File: src/rofm_pkg.sv
// package: constants, types and register map of the relay output mapper
package rofm_pkg;

  // clock and timing
  localparam int unsigned CLK_HZ          = 40_000_000;
  localparam int unsigned ENERGY_PULSE_MS = 100;
  localparam int unsigned AIR_SHUTOFF_S   = 5;
  localparam int unsigned MS_PER_S        = 1000;
  localparam int unsigned ENERGY_PULSE_CYC =
    (CLK_HZ / MS_PER_S) * ENERGY_PULSE_MS;
  localparam int unsigned AIR_SHUTOFF_CYC = CLK_HZ * AIR_SHUTOFF_S;

  // geometry
  localparam int NUM_RELAYS = 12;
  localparam int NUM_CFG    = 7;
  localparam int CODE_W     = 5;
  localparam int NODE_W     = 8;
  localparam int ADDR_W     = 8;
  localparam int DATA_W     = 16;

  // register index map
  localparam logic [ADDR_W-1:0] REG_LOCK     = 8'h00;
  localparam logic [ADDR_W-1:0] REG_COMMAND  = 8'h01;
  localparam logic [ADDR_W-1:0] REG_NODE_EXP = 8'h02;
  localparam logic [ADDR_W-1:0] REG_STATUS   = 8'h03;
  localparam logic [ADDR_W-1:0] REG_RELAYS   = 8'h04;
  localparam logic [ADDR_W-1:0] REG_CFG_BASE = 8'h08;

  // fields
  localparam int CFG_POL_BIT   = 8;
  localparam int LOCK_BIT      = 0;
  localparam int CMD_RESET_BIT = 0;
  localparam int ST_WARN   = 0;
  localparam int ST_SOFT   = 1;
  localparam int ST_HARD   = 2;
  localparam int ST_SILENT = 3;
  localparam int ST_AIR    = 4;
  localparam int ST_PULSE  = 5;
  localparam int ST_NODE   = 6;
  localparam int ST_LOCK   = 7;

  // function codes
  localparam logic [CODE_W-1:0] FN_NOT_USED   = 5'h01;
  localparam logic [CODE_W-1:0] FN_BUS_TRIP   = 5'h02;
  localparam logic [CODE_W-1:0] FN_PREGLOW    = 5'h03;
  localparam logic [CODE_W-1:0] FN_IDLE_RATED = 5'h04;
  localparam logic [CODE_W-1:0] FN_AIR_SHUT   = 5'h05;
  localparam logic [CODE_W-1:0] FN_IGNITION   = 5'h06;
  localparam logic [CODE_W-1:0] FN_SPD_RAISE  = 5'h07;
  localparam logic [CODE_W-1:0] FN_SPD_LOWER  = 5'h08;
  localparam logic [CODE_W-1:0] FN_VLT_RAISE  = 5'h09;
  localparam logic [CODE_W-1:0] FN_VLT_LOWER  = 5'h0A;
  localparam logic [CODE_W-1:0] FN_RUN        = 5'h0B;
  localparam logic [CODE_W-1:0] FN_KWH_PULSE  = 5'h0C;
  localparam logic [CODE_W-1:0] FN_AN3_ALARM  = 5'h0D;
  localparam logic [CODE_W-1:0] FN_AN4_ALARM  = 5'h0E;
  localparam logic [CODE_W-1:0] FN_GEN_ONLY   = 5'h0F;
  localparam logic [CODE_W-1:0] FN_KVA        = 5'h10;
  localparam logic [CODE_W-1:0] FN_AN3_PRE    = 5'h11;
  localparam logic [CODE_W-1:0] FN_AN4_PRE    = 5'h12;
  localparam logic [CODE_W-1:0] FN_WARNING    = 5'h13;
  localparam logic [CODE_W-1:0] FN_SOFT_SD    = 5'h14;
  localparam logic [CODE_W-1:0] FN_HARD_SD    = 5'h15;
  localparam logic [CODE_W-1:0] FN_NODE_MISM  = 5'h16;
  localparam logic [CODE_W-1:0] FN_SELF_TEST  = 5'h17;
  localparam logic [CODE_W-1:0] FN_MIN        = FN_NOT_USED;
  localparam logic [CODE_W-1:0] FN_MAX        = FN_SELF_TEST;

  // configurable channel numbers (zero based) and reset selections
  localparam int CFG_CHAN [NUM_CFG] = '{2, 3, 5, 7, 9, 10, 11};
  localparam logic [CODE_W-1:0] CFG_DEFAULT [NUM_CFG] =
    '{FN_NOT_USED, FN_BUS_TRIP, FN_PREGLOW, FN_IDLE_RATED,
      FN_WARNING, FN_SOFT_SD, FN_HARD_SD};
  localparam logic CFG_POL_DEFAULT = 1'b1;

  // fixed channels (zero based)
  localparam int CH_GEN_CLOSE = 0;
  localparam int CH_GEN_OPEN  = 1;
  localparam int CH_FUEL      = 4;
  localparam int CH_STARTER   = 6;
  localparam int CH_HORN      = 8;

  // commands from sequencing logic
  typedef struct packed {
    logic gen_breaker_close;
    logic gen_breaker_open;
    logic fuel_solenoid;
    logic starter;
    logic horn;
    logic bus_breaker_trip;
    logic preglow;
    logic idle_rated;
    logic ignition_enable;
    logic speed_raise;
    logic speed_lower;
    logic voltage_raise;
    logic voltage_lower;
  } rofm_cmd_type;

  // plant and alarm status
  typedef struct packed {
    logic engine_running;
    logic energy_increment;
    logic analog_three_alarm;
    logic analog_four_alarm;
    logic generator_only_supply;
    logic apparent_power_threshold_flag;
    logic analog_three_prewarn_flag;
    logic analog_four_prewarn_flag;
    logic warning_event;
    logic soft_shutdown_event;
    logic hard_shutdown_event;
    logic emergency_stop;
    logic overspeed;
    logic alarm_log_clear;
    logic reset_alarm_press;
  } rofm_status_type;

  typedef enum logic [1:0] {
    RA_ARMED    = 2'b01,
    RA_SILENCED = 2'b10
  } rofm_reset_state_type;

endpackage : rofm_pkg

File: src/rofm_relay_mapper.sv
// relay output function mapper: twelve relay drivers and their settings
// Notes on behaviour
// RULE1 - channels 1,2,5,7,9 fixed: breaker close, open, fuel, starter, horn
// RULE2 - several channels may share one code; no error is flagged
// RULE3 - channels 3,4,6,8,10,11,12 each select a code, range 1 to 23
// RULE4 - code 23 energized whenever the controller runs out of reset
// RULE5 - code 22 active when seen node number differs from expected
// RULE6 - code 21 latches on hard shutdown until alarm cleared
// RULE7 - code 20 latches on soft or hard shutdown until alarm cleared
// RULE8 - code 19 latches on warning or higher until alarm cleared
// RULE9 - codes 17 and 18 show analog pre-alarm of inputs 3 and 4
// RULE10 - codes 13 and 14 show analog alarm of inputs 3 and 4
// RULE11 - code 16 active while apparent power exceeds threshold
// RULE12 - code 15 active while generator alone supplies load
// RULE13 - code 12 gives a 100 ms pulse per 100 kWh increment
// RULE14 - code 11 is the run relay, active while engine runs
// RULE15 - codes 7,8 speed bias, 9,10 voltage bias raise and lower pairs
// RULE16 - code 6 enables the external ignition controller
// RULE17 - code 5 on for exactly 5 s after e-stop or overspeed, no latch
// RULE18 - code 4 idle/rated governor command, code 3 glow plug pre-heat
// RULE19 - code 2 bus breaker trip, code 1 always inactive
// RULE20 - per-channel polarity, default energize when active
// RULE21 - selection writes ignored unless lock is set; reads always allowed
// RULE22 - reset-alarm: first press silences horn, second clears latches
// RULE23 - undefined codes leave channel inactive; all outputs off in reset (here such writes are ignored and the old selection stays)
// RULE24 - reset selections 1,2,3,4,19,20,21 for the configurable channels
//
// Our own choices: the register addresses and the plain strobed port.
`timescale 1ns/1ps
module rofm_relay_mapper #(
  parameter int unsigned PULSE_CYCLES = rofm_pkg::ENERGY_PULSE_CYC,
  parameter int unsigned AIR_CYCLES   = rofm_pkg::AIR_SHUTOFF_CYC
) (
  // clock and reset
  input  wire logic                                clk_i,
  input  wire logic                                reset_i,
  // register port
  input  wire logic [rofm_pkg::ADDR_W-1:0]         reg_addr_i,
  input  wire logic [rofm_pkg::DATA_W-1:0]         reg_wdata_i,
  input  wire logic                                reg_wr_i,
  input  wire logic                                reg_rd_i,
  output logic      [rofm_pkg::DATA_W-1:0]         reg_rdata_o,
  // controller signals
  input  wire rofm_pkg::rofm_cmd_type              cmd_i,
  input  wire rofm_pkg::rofm_status_type           status_i,
  input  wire logic [rofm_pkg::NODE_W-1:0]         node_seen_i,
  // relay drivers
  output logic      [rofm_pkg::NUM_RELAYS-1:0]     relay_o
);
  import rofm_pkg::*;

  localparam int PW = $clog2(PULSE_CYCLES + 1);
  localparam int AW = $clog2(AIR_CYCLES + 1);
  localparam logic [PW-1:0] PULSE_LOAD = PW'(PULSE_CYCLES);
  localparam logic [AW-1:0] AIR_LOAD   = AW'(AIR_CYCLES);
  localparam logic [PW-1:0] PULSE_ONE  = PW'(1);
  localparam logic [AW-1:0] AIR_ONE    = AW'(1);

  // configuration state
  logic [CODE_W-1:0]      sel_code_r [NUM_CFG];
  logic                   sel_pol_r  [NUM_CFG];
  logic                   lock_r;
  logic [NODE_W-1:0]      node_exp_r;

  // alarm state
  logic                   warn_r;
  logic                   soft_r;
  logic                   hard_r;
  logic                   silence_r;
  rofm_reset_state_type   ra_state_r;
  logic                   ra_clear;
  logic                   ra_press;
  logic                   sw_press_r;

  // timers
  logic [PW-1:0]          pulse_cnt_r;
  logic [AW-1:0]          air_cnt_r;
  logic                   air_trig_d_r;
  logic                   air_trig;
  logic                   run_r;
  logic                   node_mism;

  // function vector and output
  logic [(1<<CODE_W)-1:0] fn_vec;
  logic [NUM_RELAYS-1:0]  relay_nxt;
  logic [DATA_W-1:0]      rdata_nxt;

  logic                   wr_cfg;
  logic [ADDR_W-1:0]      cfg_idx;
  assign cfg_idx = reg_addr_i - REG_CFG_BASE;
  assign wr_cfg  = reg_wr_i && (reg_addr_i >= REG_CFG_BASE) &&
                   (cfg_idx < ADDR_W'(NUM_CFG));

  // lock and expected node number
  always_ff @(posedge clk_i) begin
    if (reset_i) begin
      lock_r     <= 1'b0;
      node_exp_r <= '0;
    end else if (reg_wr_i && reg_addr_i == REG_LOCK) begin
      lock_r <= reg_wdata_i[LOCK_BIT];
    end else if (reg_wr_i && reg_addr_i == REG_NODE_EXP) begin
      node_exp_r <= reg_wdata_i[NODE_W-1:0];
    end
  end

  // channel selections: only while locked and code in range
  always_ff @(posedge clk_i) begin
    if (reset_i) begin
      for (int k = 0; k < NUM_CFG; k++) begin
        sel_code_r[k] <= CFG_DEFAULT[k]; // [RULE24]
        sel_pol_r[k]  <= CFG_POL_DEFAULT; // [RULE20]
      end
    end else if (wr_cfg && lock_r && // [RULE21]
                 reg_wdata_i[CODE_W-1:0] >= FN_MIN &&
                 reg_wdata_i[CODE_W-1:0] <= FN_MAX) begin      // [RULE3]
      sel_code_r[cfg_idx[2:0]] <= reg_wdata_i[CODE_W-1:0];
      sel_pol_r[cfg_idx[2:0]]  <= reg_wdata_i[CFG_POL_BIT];
    end
  end

  // software reset-alarm press
  always_ff @(posedge clk_i) begin
    if (reset_i) begin
      sw_press_r <= 1'b0;
    end else begin
      sw_press_r <= reg_wr_i && reg_addr_i == REG_COMMAND &&
                    reg_wdata_i[CMD_RESET_BIT];
    end
  end

  assign ra_press = status_i.reset_alarm_press || sw_press_r;
  assign ra_clear = ra_press && ra_state_r == RA_SILENCED;      // [RULE22]

  // two-step reset-alarm sequence
  always_ff @(posedge clk_i) begin
    if (reset_i) begin
      ra_state_r <= RA_ARMED;
      silence_r  <= 1'b0;
    end else begin
      case (ra_state_r)
        RA_ARMED: begin
          if (ra_press) begin
            ra_state_r <= RA_SILENCED;
            silence_r  <= 1'b1; // [RULE22]
          end
        end
        RA_SILENCED: begin
          if (ra_press) begin
            ra_state_r <= RA_ARMED;
            silence_r  <= 1'b0;
          end
        end
        default: begin
          ra_state_r <= RA_ARMED;
          silence_r  <= 1'b0;
        end
      endcase
    end
  end

  // latched alarm indications; a new event wins over a clear
  always_ff @(posedge clk_i) begin
    if (reset_i) begin
      warn_r <= 1'b0;
      soft_r <= 1'b0;
      hard_r <= 1'b0;
    end else begin
      if (status_i.hard_shutdown_event) begin
        hard_r <= 1'b1; // [RULE6]
      end else if (status_i.alarm_log_clear || ra_clear) begin
        hard_r <= 1'b0;
      end
      if (status_i.soft_shutdown_event ||
          status_i.hard_shutdown_event) begin
        soft_r <= 1'b1; // [RULE7]
      end else if (status_i.alarm_log_clear || ra_clear) begin
        soft_r <= 1'b0;
      end
      if (status_i.warning_event || status_i.soft_shutdown_event ||
          status_i.hard_shutdown_event) begin
        warn_r <= 1'b1; // [RULE8]
      end else if (status_i.alarm_log_clear || ra_clear) begin
        warn_r <= 1'b0;
      end
    end
  end

  // energy pulse timer, restarted by each increment
  always_ff @(posedge clk_i) begin
    if (reset_i) begin
      pulse_cnt_r <= '0;
    end else if (status_i.energy_increment) begin
      pulse_cnt_r <= PULSE_LOAD; // [RULE13]
    end else if (pulse_cnt_r != '0) begin
      pulse_cnt_r <= pulse_cnt_r - PULSE_ONE;
    end
  end

  // air shutoff timer: starts on a rising trigger, never latches
  assign air_trig = status_i.emergency_stop || status_i.overspeed;

  always_ff @(posedge clk_i) begin
    if (reset_i) begin
      air_trig_d_r <= 1'b0;
      air_cnt_r    <= '0;
    end else begin
      air_trig_d_r <= air_trig;
      if (air_trig && !air_trig_d_r && air_cnt_r == '0) begin
        air_cnt_r <= AIR_LOAD; // [RULE17]
      end else if (air_cnt_r != '0) begin
        air_cnt_r <= air_cnt_r - AIR_ONE; // [RULE17]
      end
    end
  end

  // self-test level: high from the first edge after reset release
  always_ff @(posedge clk_i) begin
    if (reset_i) begin
      run_r <= 1'b0;
    end else begin
      run_r <= 1'b1; // [RULE4]
    end
  end

  assign node_mism = node_seen_i != node_exp_r; // [RULE5]

  // function code to active level
  always_comb begin
    fn_vec                = '0; // [RULE23]
    fn_vec[FN_NOT_USED]   = 1'b0; // [RULE19]
    fn_vec[FN_BUS_TRIP]   = cmd_i.bus_breaker_trip; // [RULE19]
    fn_vec[FN_PREGLOW]    = cmd_i.preglow; // [RULE18]
    fn_vec[FN_IDLE_RATED] = cmd_i.idle_rated; // [RULE18]
    fn_vec[FN_AIR_SHUT]   = air_cnt_r != '0; // [RULE17]
    fn_vec[FN_IGNITION]   = cmd_i.ignition_enable; // [RULE16]
    fn_vec[FN_SPD_RAISE]  = cmd_i.speed_raise &&
                            !cmd_i.speed_lower; // [RULE15]
    fn_vec[FN_SPD_LOWER]  = cmd_i.speed_lower &&
                            !cmd_i.speed_raise; // [RULE15]
    fn_vec[FN_VLT_RAISE]  = cmd_i.voltage_raise &&
                            !cmd_i.voltage_lower; // [RULE15]
    fn_vec[FN_VLT_LOWER]  = cmd_i.voltage_lower &&
                            !cmd_i.voltage_raise; // [RULE15]
    fn_vec[FN_RUN]        = status_i.engine_running; // [RULE14]
    fn_vec[FN_KWH_PULSE]  = pulse_cnt_r != '0; // [RULE13]
    fn_vec[FN_AN3_ALARM]  = status_i.analog_three_alarm; // [RULE10]
    fn_vec[FN_AN4_ALARM]  = status_i.analog_four_alarm; // [RULE10]
    fn_vec[FN_GEN_ONLY]   = status_i.generator_only_supply; // [RULE12]
    fn_vec[FN_KVA]        =
      status_i.apparent_power_threshold_flag; // [RULE11]
    fn_vec[FN_AN3_PRE]    = status_i.analog_three_prewarn_flag; // [RULE9]
    fn_vec[FN_AN4_PRE]    = status_i.analog_four_prewarn_flag;  // [RULE9]
    fn_vec[FN_WARNING]    = warn_r; // [RULE8]
    fn_vec[FN_SOFT_SD]    = soft_r; // [RULE7]
    fn_vec[FN_HARD_SD]    = hard_r; // [RULE6]
    fn_vec[FN_NODE_MISM]  = node_mism; // [RULE5]
    fn_vec[FN_SELF_TEST]  = run_r; // [RULE4]
  end

  // relay levels: fixed channels, then configurable ones
  always_comb begin
    relay_nxt               = '0;
    relay_nxt[CH_GEN_CLOSE] = cmd_i.gen_breaker_close; // [RULE1]
    relay_nxt[CH_GEN_OPEN]  = cmd_i.gen_breaker_open; // [RULE1]
    relay_nxt[CH_FUEL]      = cmd_i.fuel_solenoid; // [RULE1]
    relay_nxt[CH_STARTER]   = cmd_i.starter; // [RULE1]
    relay_nxt[CH_HORN]      = cmd_i.horn && !silence_r; // [RULE22]
    // each channel reads its own selection; sharing a code is legal
    for (int k = 0; k < NUM_CFG; k++) begin
      relay_nxt[CFG_CHAN[k]] =
        (fn_vec[sel_code_r[k]] == sel_pol_r[k]); // [RULE20] [RULE2]
    end
  end

  always_ff @(posedge clk_i) begin
    if (reset_i) begin
      relay_o <= '0; // [RULE23]
    end else begin
      relay_o <= relay_nxt;
    end
  end

  // read mux
  always_comb begin
    rdata_nxt = '0;
    if (reg_addr_i == REG_LOCK) begin
      rdata_nxt[LOCK_BIT] = lock_r;
    end else if (reg_addr_i == REG_NODE_EXP) begin
      rdata_nxt[NODE_W-1:0] = node_exp_r;
    end else if (reg_addr_i == REG_STATUS) begin
      rdata_nxt[ST_WARN]   = warn_r;
      rdata_nxt[ST_SOFT]   = soft_r;
      rdata_nxt[ST_HARD]   = hard_r;
      rdata_nxt[ST_SILENT] = silence_r;
      rdata_nxt[ST_AIR]    = air_cnt_r != '0;
      rdata_nxt[ST_PULSE]  = pulse_cnt_r != '0;
      rdata_nxt[ST_NODE]   = node_mism;
      rdata_nxt[ST_LOCK]   = lock_r;
    end else if (reg_addr_i == REG_RELAYS) begin
      rdata_nxt[NUM_RELAYS-1:0] = relay_o;
    end else if (reg_addr_i >= REG_CFG_BASE &&
                 cfg_idx < ADDR_W'(NUM_CFG)) begin
      rdata_nxt[CODE_W-1:0]  = sel_code_r[cfg_idx[2:0]];
      rdata_nxt[CFG_POL_BIT] = sel_pol_r[cfg_idx[2:0]];
    end
  end

  // read data valid only in the cycle after the strobe
  always_ff @(posedge clk_i) begin
    if (reset_i) begin
      reg_rdata_o <= '0;
    end else if (reg_rd_i) begin
      reg_rdata_o <= rdata_nxt; // [RULE21]
    end else begin
      reg_rdata_o <= '0;
    end
  end

endmodule : rofm_relay_mapper

File: config.mk
export PLATFORM = sky130hd
export DESIGN_NAME = rofm_relay_mapper
export DESIGN_NICKNAME = d
export VERILOG_FILES = /design/src/rofm_pkg.sv /design/src/rofm_relay_mapper.sv
export SDC_FILE = /design/constraint.sdc
export NUM_CORES = 1
export LEC_CHECK = 0
export BUFFER_PORTS_ARGS = -buffer_cell sky130_fd_sc_hd__buf_2
export CAP_MARGIN = 40
export CORE_ASPECT_RATIO = 0.75
export CORE_MARGIN = 10
export CORE_UTILIZATION = 40
export CTS_CLUSTER_DIAMETER = 200
export DETAILED_ROUTE_END_ITERATION = 10
export SLEW_MARGIN = 20
export SYNTH_ARGS = -nofsm -noshare
export SYNTH_HDL_FRONTEND = slang
export SYNTH_SLANG_ARGS = --single-unit
File: constraint.sdc
create_clock -name clk_i -period 3.4 [get_ports clk_i]
set_input_delay 0.68 -clock clk_i [delete_from_list [all_inputs] [get_ports clk_i]]
set_output_delay 0.68 -clock clk_i [all_outputs]
set_load 0.05 [all_outputs]
== After elaboration in Yosys (flattened, before gate mapping) ==
Memories as Yosys holds them, arrays and structs flattened.
Index checks and enable logic that the tools add are counted.
W data, S select, Z words.
Storage, ports and cells
  register bits after elaboration: 96
  bits in latches: 0
  bits in writable memories: 42
  bits in read-only memories: 0
  bits of input ports: 64
  output and inout bits: 28
  logic and storage cells: 152
  memories kept: 2
Cells by class
  add/subtract/negate cells: 3
  multiply operators: 0
  div/mod/pow operators: 0
  order comparisons: 11
  equality and inequality tests: 16
  shift-type cells: 0
  muxes and demuxes: 48
  bitwise operators: 3
  reductions and logical operators: 49
Memory list
  sel_code_r: words 7, bits a word 5, rd ports 8, clocked after memory_dff 0, wr ports 7, RTL line rofm_relay_mapper.sv:60  | logic [CODE_W-1:0] sel_code_r [NUM_CFG];
  sel_pol_r: words 7, bits a word 1, rd ports 8, clocked after memory_dff 0, wr ports 7, RTL line rofm_relay_mapper.sv:61  | logic sel_pol_r [NUM_CFG];
Operator list (number)
  $mux W28: 2
  $mux W22: 2
  $lt A5 B6 Y1 const B: 7
  $bmux W1 S5: 7
  $logic_not A28 Y1: 1
  $reduce_bool A28 Y1: 1
  $sub A28 B1 Y28 const B: 1
  $mux W1: 25
  $reduce_bool A22 Y1: 1
  $sub A22 B1 Y22 const B: 1
  $logic_and A1 B1 Y1: 18
  $eq A8 B2 Y1 const B: 2
  $mux W8: 2
  $mux W5: 3
  $reduce_bool A2 Y1: 5
  $reduce_or A5 Y1: 2
  $mux W3: 3
  $eq A8 B1 Y1 const B: 1
  $eq A8 B3 Y1 const B: 1
  $ge A8 B4 Y1 const B: 1
  $logic_not A8 Y1: 1
  $lt A8 B3 Y1 const B: 1
  $ne A8 B8 Y1: 1
  $sub A8 B4 Y8 const B: 1
  other kinds (17): 40

== Depth between registers and ports, before layout ==
Gate-level depths: netlist of run 1.
  depth in word-level cells: 11
  gate-level depth with buffers: 9
  gate-level depth less buffers: 8

== Worst setup path before layout of run 1 ==
No wires, ideal clock.
  path kind: in2reg
  start: input reg_addr_i[3] in the netlist's numbering
  end: memory sel_code_r[4][0], enable pin
  library setup time: 0.374 ns
  arrival: 2.329 ns
  data required time: 3.026 ns
  setup slack: 0.697 ns
  cell stages on the path: 7
  path buffers: 1
  cell sequence: inv_1 -> ha_1 -> and4bb_1 -> nand3_2 -> or3_1 -> buf_4 -> o21ai_0
RTL lines
  from (decl): RTL line rofm_relay_mapper.sv:38  | input wire logic [rofm_pkg::ADDR_W-1:0] reg_addr_i,
  to (decl): RTL line rofm_relay_mapper.sv:60

== Final worst setup path of run 1 ==
  start: register pulse_cnt_r[0]
  end: register relay_o[7] in the netlist's numbering
Between the ends
  longest elaborated chain between the ends: 4
RTL lines
  from (decl): RTL line rofm_relay_mapper.sv:76  | logic [PW-1:0] pulse_cnt_r;
  from (signal assigned): RTL line rofm_relay_mapper.sv:195  | pulse_cnt_r <= pulse_cnt_r - PULSE_ONE;
  $reduce_bool A22 Y1: RTL line rofm_relay_mapper.sv:245  | fn_vec[FN_KWH_PULSE] = pulse_cnt_r != '0;
  $bmux W1 S5: RTL line rofm_relay_mapper.sv:271  | (fn_vec[sel_code_r[k]] == sel_pol_r[k]);
  $mux W1 (not written as such): RTL line rofm_relay_mapper.sv:271
  $eq A1 B1 Y1: RTL line rofm_relay_mapper.sv:271
  to (signal assigned): RTL line rofm_relay_mapper.sv:279  | relay_o <= relay_nxt;
  to (decl): RTL line rofm_relay_mapper.sv:48  | output logic [rofm_pkg::NUM_RELAYS-1:0] relay_o
No other way between the ends. The select of a mux whose other input is x is not followed.
A chain may end at the register's enable or synchronous reset.

==> qor.txt, run 1 <==
root buffer cell - clkbuf_16
min-delay worst type - reg -> reg
fin crit share - 0.818
drt total wl - 23,700 µm
total setup buffers inserted after CTS - 0
via count of the routed design - 6,806
endpoints failing hold - 0
RSZ-0062 raised after global routing - no
pre-CTS setup slack - 502 ps
area of the multi-input gates - 0.00465 mm²
ys async rst share - 0
hold buffers post-CTS - 0
met3 usage - 0.0580
post-DP HPWL - 17,000 µm
Final Slew Violations - 0
gr usage total - 0.178
Clk Latency, worst-skew pair - 430 ps
Worst setup startpoint - pulse_cnt_r[0]$_SDFFE_PP0N_
startpoint types - flip-flop
ANT nets after route - 0
fmax - 359 MHz
PwrDens - 572 mW/mm²
Setup Skew - 10.0 ps
Max clock buf depth - 2
Final Worst Setup Slack - 618 ps
worst r2r src - pulse_cnt_r[0]$_SDFFE_PP0N_
fraction of layout instances using a drive strength above 1 - 0.222
Die Wd - 185 µm
CTS Sinks - 138
HP Start - relay_o[10]$_SDFF_PP0_
first-pass GRT wire length - 36,400 µm
synth-to-layout area growth - 14.6%
DRC violations left - 0
Via-to-Cell Ratio - 5.73
Fill cells - 1,954
Row Count - 45
Final Wtd Congestion - 0.876
Die Ht - 143 µm
diodes inserted - 0
TritonCTS clock tree - yes
mapped cell area - 0.00813 mm²
Arrival @ worst endpoint - 3090 ps
initial antenna violation count - 1
Num CTS Buffers - 17
Peak VDD IR - 0.000362 V
commonest non-fill, non-tap cell in the layout - dfxtp_1
FF+latch count, synth - 138
post-cts sizing count - 0
clk slew on worst S/H paths - 60 ps
Avg WL per Cell - 19.9 µm
num ports - 92
Max-Cap Viols - 0
GRT met1 Usage - 0.268
core area - 0.0201 mm²
largest net degree at the start of global routing - 24
worst slew pin tran - 632 ps
Setup violations, final - 0
EDFF count, synth - 36
met2 usage - 0.231
global route hottest layer - met1
Iter 0 DRT Violations - 721
WP data required - 3700 ps
grt ovf - 0
Initial Utilization - 0.404
Ys Warns - 0
FF/Latch Area - 0.00312 mm²
PortBufs - 80
CP max FO - 11
distinct cell type count after synthesis - 76
setup TNS - 0 ps
outcome - finished clean
most frequent cells in the layout - dfxtp_1 (102), nor2_1 (89), buf_2 (80), nor3_1 (39), mux2i_1 (37)
Lkg Pwr - 3.66 nW
Mean Syn Cell Area - 9.58 µm²
H-Tree Depth - 4
DRT Pass-1 Iters - 5
Final nets - 984
ys flop type - dfxtp_1
crit end category - flip-flop
post-synthesis cell count - 848
Tmin final - 2780 ps
Seq/Total Area, Yosys - 0.384
DIE AREA - 0.0265 mm²
normalized max-slew margin - 0.579
vias in the first global route - 6,297
Setup CP Type - reg -> reg
## kinds of logic (layout without fill, tap and decap cells)
family,count (synthesis),count (layout),synth area share
AOI/OAI and AO/OA,155,155,0.135
muxes,77,77,0.127
other,1,9,0.000462
DFF,138,138,0.384
buffers and inverters,90,164,0.0473
xor gates and xnor gates,37,37,0.0399
adders and majority gates,3,3,0.00462
and+or+nand+nor,347,347,0.261
## metrics by stage
step	cell area [µm²]	total power [W]	hold slack, ps	instances	util
floorplan	8160	0.00327	430	856	-
global placement	8760	0.00363	430	1156	0.436
detailed placement	8760	0.00364	434	1156	0.436
CTS	9310	0.00535	443	1188	0.463
global route	9310	0.00560	460	1188	0.463
finish	9310	0.00533	444	1188	0.463
## per-layer routing
metal	wire length, µm	vias to the layer above	part of all wire
met5	17	-	0.00072
met4	330	2	0.014
met3	2210	29	0.093
met2	9040	252	0.38
met1	12100	3269	0.51
li1	-	3254	-
## power by group
| group | internal, W | total (W) | switching (W) |
|---|---|---|---|
| combinational | 0.000657 | 0.00156 | 0.000906 |
| sequential | 0.00184 | 0.00206 | 0.000218 |
| clock | 0.000976 | 0.00171 | 0.000731 |
## state kept, by name, indices dropped and copies added, names as in the netlist
register      count
pulse_cnt_r      22
reg_rdata_o      12
silence_r         1
node_exp_r        8
soft_r            1
air_cnt_r        28
relay_o          12
sel_pol_r         8
sel_code_r       39
warn_r            1
ra_state_r        1
hard_r            1
air_trig_d_r      1
lock_r            1
sw_press_r        1
run_r             1
## synthesized netlist by cell type (9+ instances only)
cell        n  share of area
nor3_1     39          0.024
mux2i_1    37          0.046
clkbuf_1   32          0.015
a31oi_1    18          0.014
buf_2      16         0.0099
inv_1      32          0.015
mux4_2     19          0.053
or3_1      11         0.0085
a21oi_1    26          0.016
xnor2_1    24          0.026
and2_1     24          0.018
nand3_1    14         0.0086
nor4_1     10         0.0077
o211ai_1   12          0.011
edfxtp_1   36           0.13
nand2b_1   22          0.017
nor2b_1    20          0.015
o31ai_1    13          0.012
mux2_2     14          0.019
xor2_1     13          0.014
nor2_1     89          0.041
nand2_1    35          0.016
nor3b_1     9         0.0083
dfxtp_1   102           0.25
a211oi_1   22          0.020
o21ai_0    17          0.010
## area by class of cell
type / count / share of cell area
multi-input cells: 628 / 0.499
flip-flops and latches: 138 / 0.335
repair buffers: 100 / 0.0591
clock buffers: 19 / 0.0488
well taps: 258 / 0.0347
inverters: 32 / 0.0129
clock inverters: 13 / 0.0101
## path summary, 6_finish.rpt
kind                                      to  slack, ps  depth (start not counted)
hold / removal    reg_rdata_o[10]$_SDFF_PP0_        440                          1
hold reg to reg   reg_rdata_o[10]$_SDFF_PP0_        440                          1
setup / recovery       relay_o[7]$_SDFF_PP0_        620                          8
setup reg to reg       relay_o[7]$_SDFF_PP0_        620                          8
## worst max-delay path, stage by stage (launching register included)
cell	delay, ps
dfxtp_1	330
inv_1	90
ha_1	230
nor3b_1	240
nand4_2	440
o31ai_1	390
o311ai_1	160
a31oi_1	390
mux2_1	390
(Power assumes the default switching activity.)
==> inputs of run 2 (changes only) <==
--- a/config.mk
+++ b/config.mk
@@ -5,6 +5,7 @@
 export SDC_FILE = /design/constraint.sdc
 export NUM_CORES = 1
 export LEC_CHECK = 0
+export ABC_AREA = 1
 export BUFFER_PORTS_ARGS = -buffer_cell sky130_fd_sc_hd__buf_2
 export CAP_MARGIN = 40
 export CORE_ASPECT_RATIO = 0.75
==> constraint.sdc (replaced) <==
create_clock -name clk_i -period 2.8 [get_ports clk_i]
set_input_delay 0.56 -clock clk_i [delete_from_list [all_inputs] [get_ports clk_i]]
set_output_delay 0.56 -clock clk_i [all_outputs]
set_load 0.05 [all_outputs]
==> qor.txt, run 2 <==
outcome - finished clean
Mean Syn Cell Area - 6.99 µm² (-27%)
PwrDens - 762 mW/mm² (+33%)
Iter 0 DRT Violations - 928 (+29%)
via count of the routed design - 7,833 (+15%)
Hold Path Cell Cnt - 3 (+2)
post-cts sizing count - 0 (unchanged)
fmax - 450 MHz (+25%)
post-DP HPWL - 18,600 µm (+9.7%)
Final Slew Violations - 0 (unchanged)
Post-synth top cells - nand2_1 (239), inv_1 (146), nor2_1 (138)
grt ovf - 0 (unchanged)
worst r2r src - pulse_cnt_r[0]$_SDFFE_PP0N_
Tmin final - 2220 ps (-558 ps)
mapped cell area - 0.00794 mm² (-2.3%)
min-delay worst type - in -> reg
total setup buffers inserted after CTS - 0 (unchanged)
worst slew pin tran - 587 ps (-44.6 ps)
ANT nets after route - 0 (unchanged)
Row Count - 44 (-2.2%)
Initial Utilization - 0.409 (+0.00428)
Critical R2R Capture - relay_o[9]$_SDFF_PP0_
Arrival @ worst endpoint - 2570 ps (-520 ps)
Min Hold Slack - 340 ps (-104 ps)
Die Ht - 142 µm (-0.99%)
HP Start - cmd_i[9]
ys async rst share - 0 (unchanged)
Max-Cap Viols - 0 (unchanged)
Setup CP Type - reg -> reg
diodes inserted - 0 (unchanged)
most frequent cells in the layout - nand2_1 (239), inv_1 (146), nor2_1 (138), a21oi_1 (108), dfxtp_1 (102)
synth top area cells - dfxtp_1 (26%), edfxtp_1 (14%), nand2_1 (11%)
post-synthesis cell count - 1,135 (+34%)
Lkg Pwr - 4.15 nW (+13%)
num ports - 92 (unchanged)
RSZ-0062 raised after global routing - no
Top Registers - sel_code_r x40, air_cnt_r x28, pulse_cnt_r x22
hold buffers post-CTS - 0 (unchanged)
drt total wl - 24,500 µm (+3.5%)
largest area contributor in the netlist - dfxtp_1
Synth top area share - 0.257 (+0.00590)
Via-to-Cell Ratio - 5.26 (-8.2%)
Largest Register - sel_code_r
setup TNS - 0 ps (unchanged)
CP cell instances - inv_1, ha_1, nand2_1, nor2_1, nand3_2, nand2_1, nand2_1, nand2_1, nand2_1, nand3_1, nand2_1, nand2_1, nand2_1, nor2_1
Final Wtd Congestion - 0.904 (+3.2%)
FF/Latch Area - 0.00315 mm² (+0.96%)
Clk Latency, worst-skew pair - 420 ps (about the same)
FF+latch count, synth - 139 (+0.72%)
CTS Sinks - 139 (+0.72%)
Setup violations, final - 0 (unchanged)
crit end category - flip-flop
Finished Core Util - 0.477 (+0.0132)
WP data required - 3150 ps (-550 ps)
Worst path top cell family by delay - simple AND/OR/NAND/NOR gates
Setup Skew - 5.85 ps (-4.18 ps)
TritonCTS clock tree - yes
PortBufs - 80 (unchanged)
DIE AREA - 0.0259 mm² (-2.0%)
H-Tree Depth - 4 (unchanged)
CP peak stage delay - 360 ps (-80 ps)
clk slew on worst S/H paths - 60 ps (about the same)
most instantiated library cell after synthesis - nand2_1
Avg WL per Cell - 16.4 µm (-18%)
Die Wd - 183 µm (-1.0%)
gr usage total - 0.185 (+0.00687)
Seq/Total Area, Yosys - 0.397 (+0.0128)
vias in the first global route - 7,040 (+12%)
crit-path most repeated cell - nand2_1
area of the multi-input gates - 0.00407 mm² (-12%)
Buf/Inv on CP - 1 (unchanged)
Peak VDD IR - 0.000414 V (+14%)
startpoint types - flip-flop
fin crit share - 0.794 (-0.0239)
Num CTS Buffers - 17 (unchanged)
DRT Pass-1 Iters - 5 (unchanged)
max FFs per register - 40 (+2.6%)
normalized max-slew margin - 0.607 (+0.0283)
commonest non-fill, non-tap cell in the layout - nand2_1
endpoints failing hold - 0 (unchanged)
Worst Hold End - relay_o[6]$_SDFF_PP0_
fraction of layout instances using a drive strength above 1 - 0.137 (-0.0841)
largest net degree at the start of global routing - 18 (-25%)
DRC violations left - 0 (unchanged)
EDFF count, synth - 37 (+2.8%)
first-pass GRT wire length - 38,600 µm (+6.2%)
distinct cell type count after synthesis - 53 (-30%)
Ys Warns - 0 (unchanged)
synth-to-layout area growth - 16.6%
R2R depth - 14 (+6)
CP max FO - 11 (unchanged)
Final nets - 1,291 (+31%)
initial antenna violation count - 0 (-1)
ys flop type - dfxtp_1
root buffer cell - clkbuf_16
Fill cells - 1,991 (+1.9%)
Max clock buf depth - 2 (unchanged)
CP max stage cell - nand3_2
r2r setup slk - 580 ps (-40 ps)
core area - 0.0194 mm² (-3.3%)
-- run 2: cell types whose count changed in the layout (fill, tap and decap cells not counted), sizes merged, moves of 19 or more --
| cell | delta |
|---|---|
| and2 | -24 |
| mux2 | -21 |
| nand2 | +211 |
| nand2b | -22 |
| nand3 | +34 |
| inv | +115 |
| nor2 | +68 |
| a211oi | -23 |
| nor2b | -20 |
| mux4 | -19 |
| o21ai | +63 |
| mux2i | -37 |
| a21oi | +87 |
-- run 2: worst max-delay path by stage --
stage,startpoint,end,cells past startpoint
6_report,pulse_cnt_r[0]$_SDFFE_PP0N_,relay_o[9]$_SDFF_PP0_,14
5_1_grt,pulse_cnt_r[0]$_SDFFE_PP0N_,relay_o[9]$_SDFF_PP0_,14
4_1_cts,air_cnt_r[0]$_SDFFE_PP0N_,air_cnt_r[20]$_SDFFE_PP0N_,9
3_5_place_dp,reg_addr_i[3],sel_code_r[0][0]$_SDFFCE_PN1P_,11
3_3_place_gp,reg_addr_i[3],sel_code_r[0][3]$_SDFFCE_PN0P_,11
2_1_floorplan,reg_addr_i[3],sel_code_r[2][0]$_SDFFCE_PN1P_,10
-- run 2: cell families (layout without fill, tap and decap cells) --
family	Yosys count	after routing	share of synthesized area
buffers and inverters	183	276	0.0942
xor gates and xnor gates	18	18	0.0199
DFF	139	139	0.397
other	1	10	0.000472
and+or+nand+nor	527	527	0.296
adders and majority gates	3	3	0.00473
AOI/OAI and AO/OA	264	264	0.188
-- run 2: cell type report --
type                            instances  area share
Multi-Input combinational cell        822       0.440
Sequential cell                       139       0.340
Inverter                              154      0.0627
Clock buffer                           22      0.0547
Timing Repair Buffer                   90      0.0513
Tap cell                              253      0.0342
Clock inverter                         10      0.0169
-- run 2: worst reg2reg max path: stages, from the launching register on --
cell,delay [ps]
dfxtp_1,310
inv_1,90
ha_1,190
nand2_1,140
nor2_1,190
nand3_2,360
nand2_1,180
nand2_1,60
nand2_1,70
nand2_1,60
nand3_1,100
nand2_1,140
nand2_1,100
nand2_1,50
nor2_1,120
-- run 2: metal layers --
| metal | GRT usage | routed length (µm) | vias up |
|---|---|---|---|
| met4 | 0.0530 | 291 | 0 |
| met2 | 0.242 | 9220 | 331 |
| li1 | - | - | 3953 |
| met5 | 0 | 0 | - |
| met1 | 0.282 | 12500 | 3520 |
| met3 | 0.0539 | 2460 | 29 |
-- run 2: power by group --
part	switching (W)	internal, W	leakage, nW
combinational	0.00136	0.000693	2.66
sequential	0.000218	0.00229	1.17
clock	0.000857	0.00164	0.318
total	0.00244	0.00462	4.15
-- run 2: per-stage QoR --
step           worst slack (ps)  cell area [µm²]  instances  power [W]
3_3_place_gp                324             8600       1458    0.00454
2_1_floorplan               716             7970       1144    0.00412
4_1_cts                     601             9260       1490    0.00707
3_5_place_dp                288             8600       1458    0.00457
6_report                    576             9260       1490    0.00706
5_1_grt                     304             9260       1490    0.00747
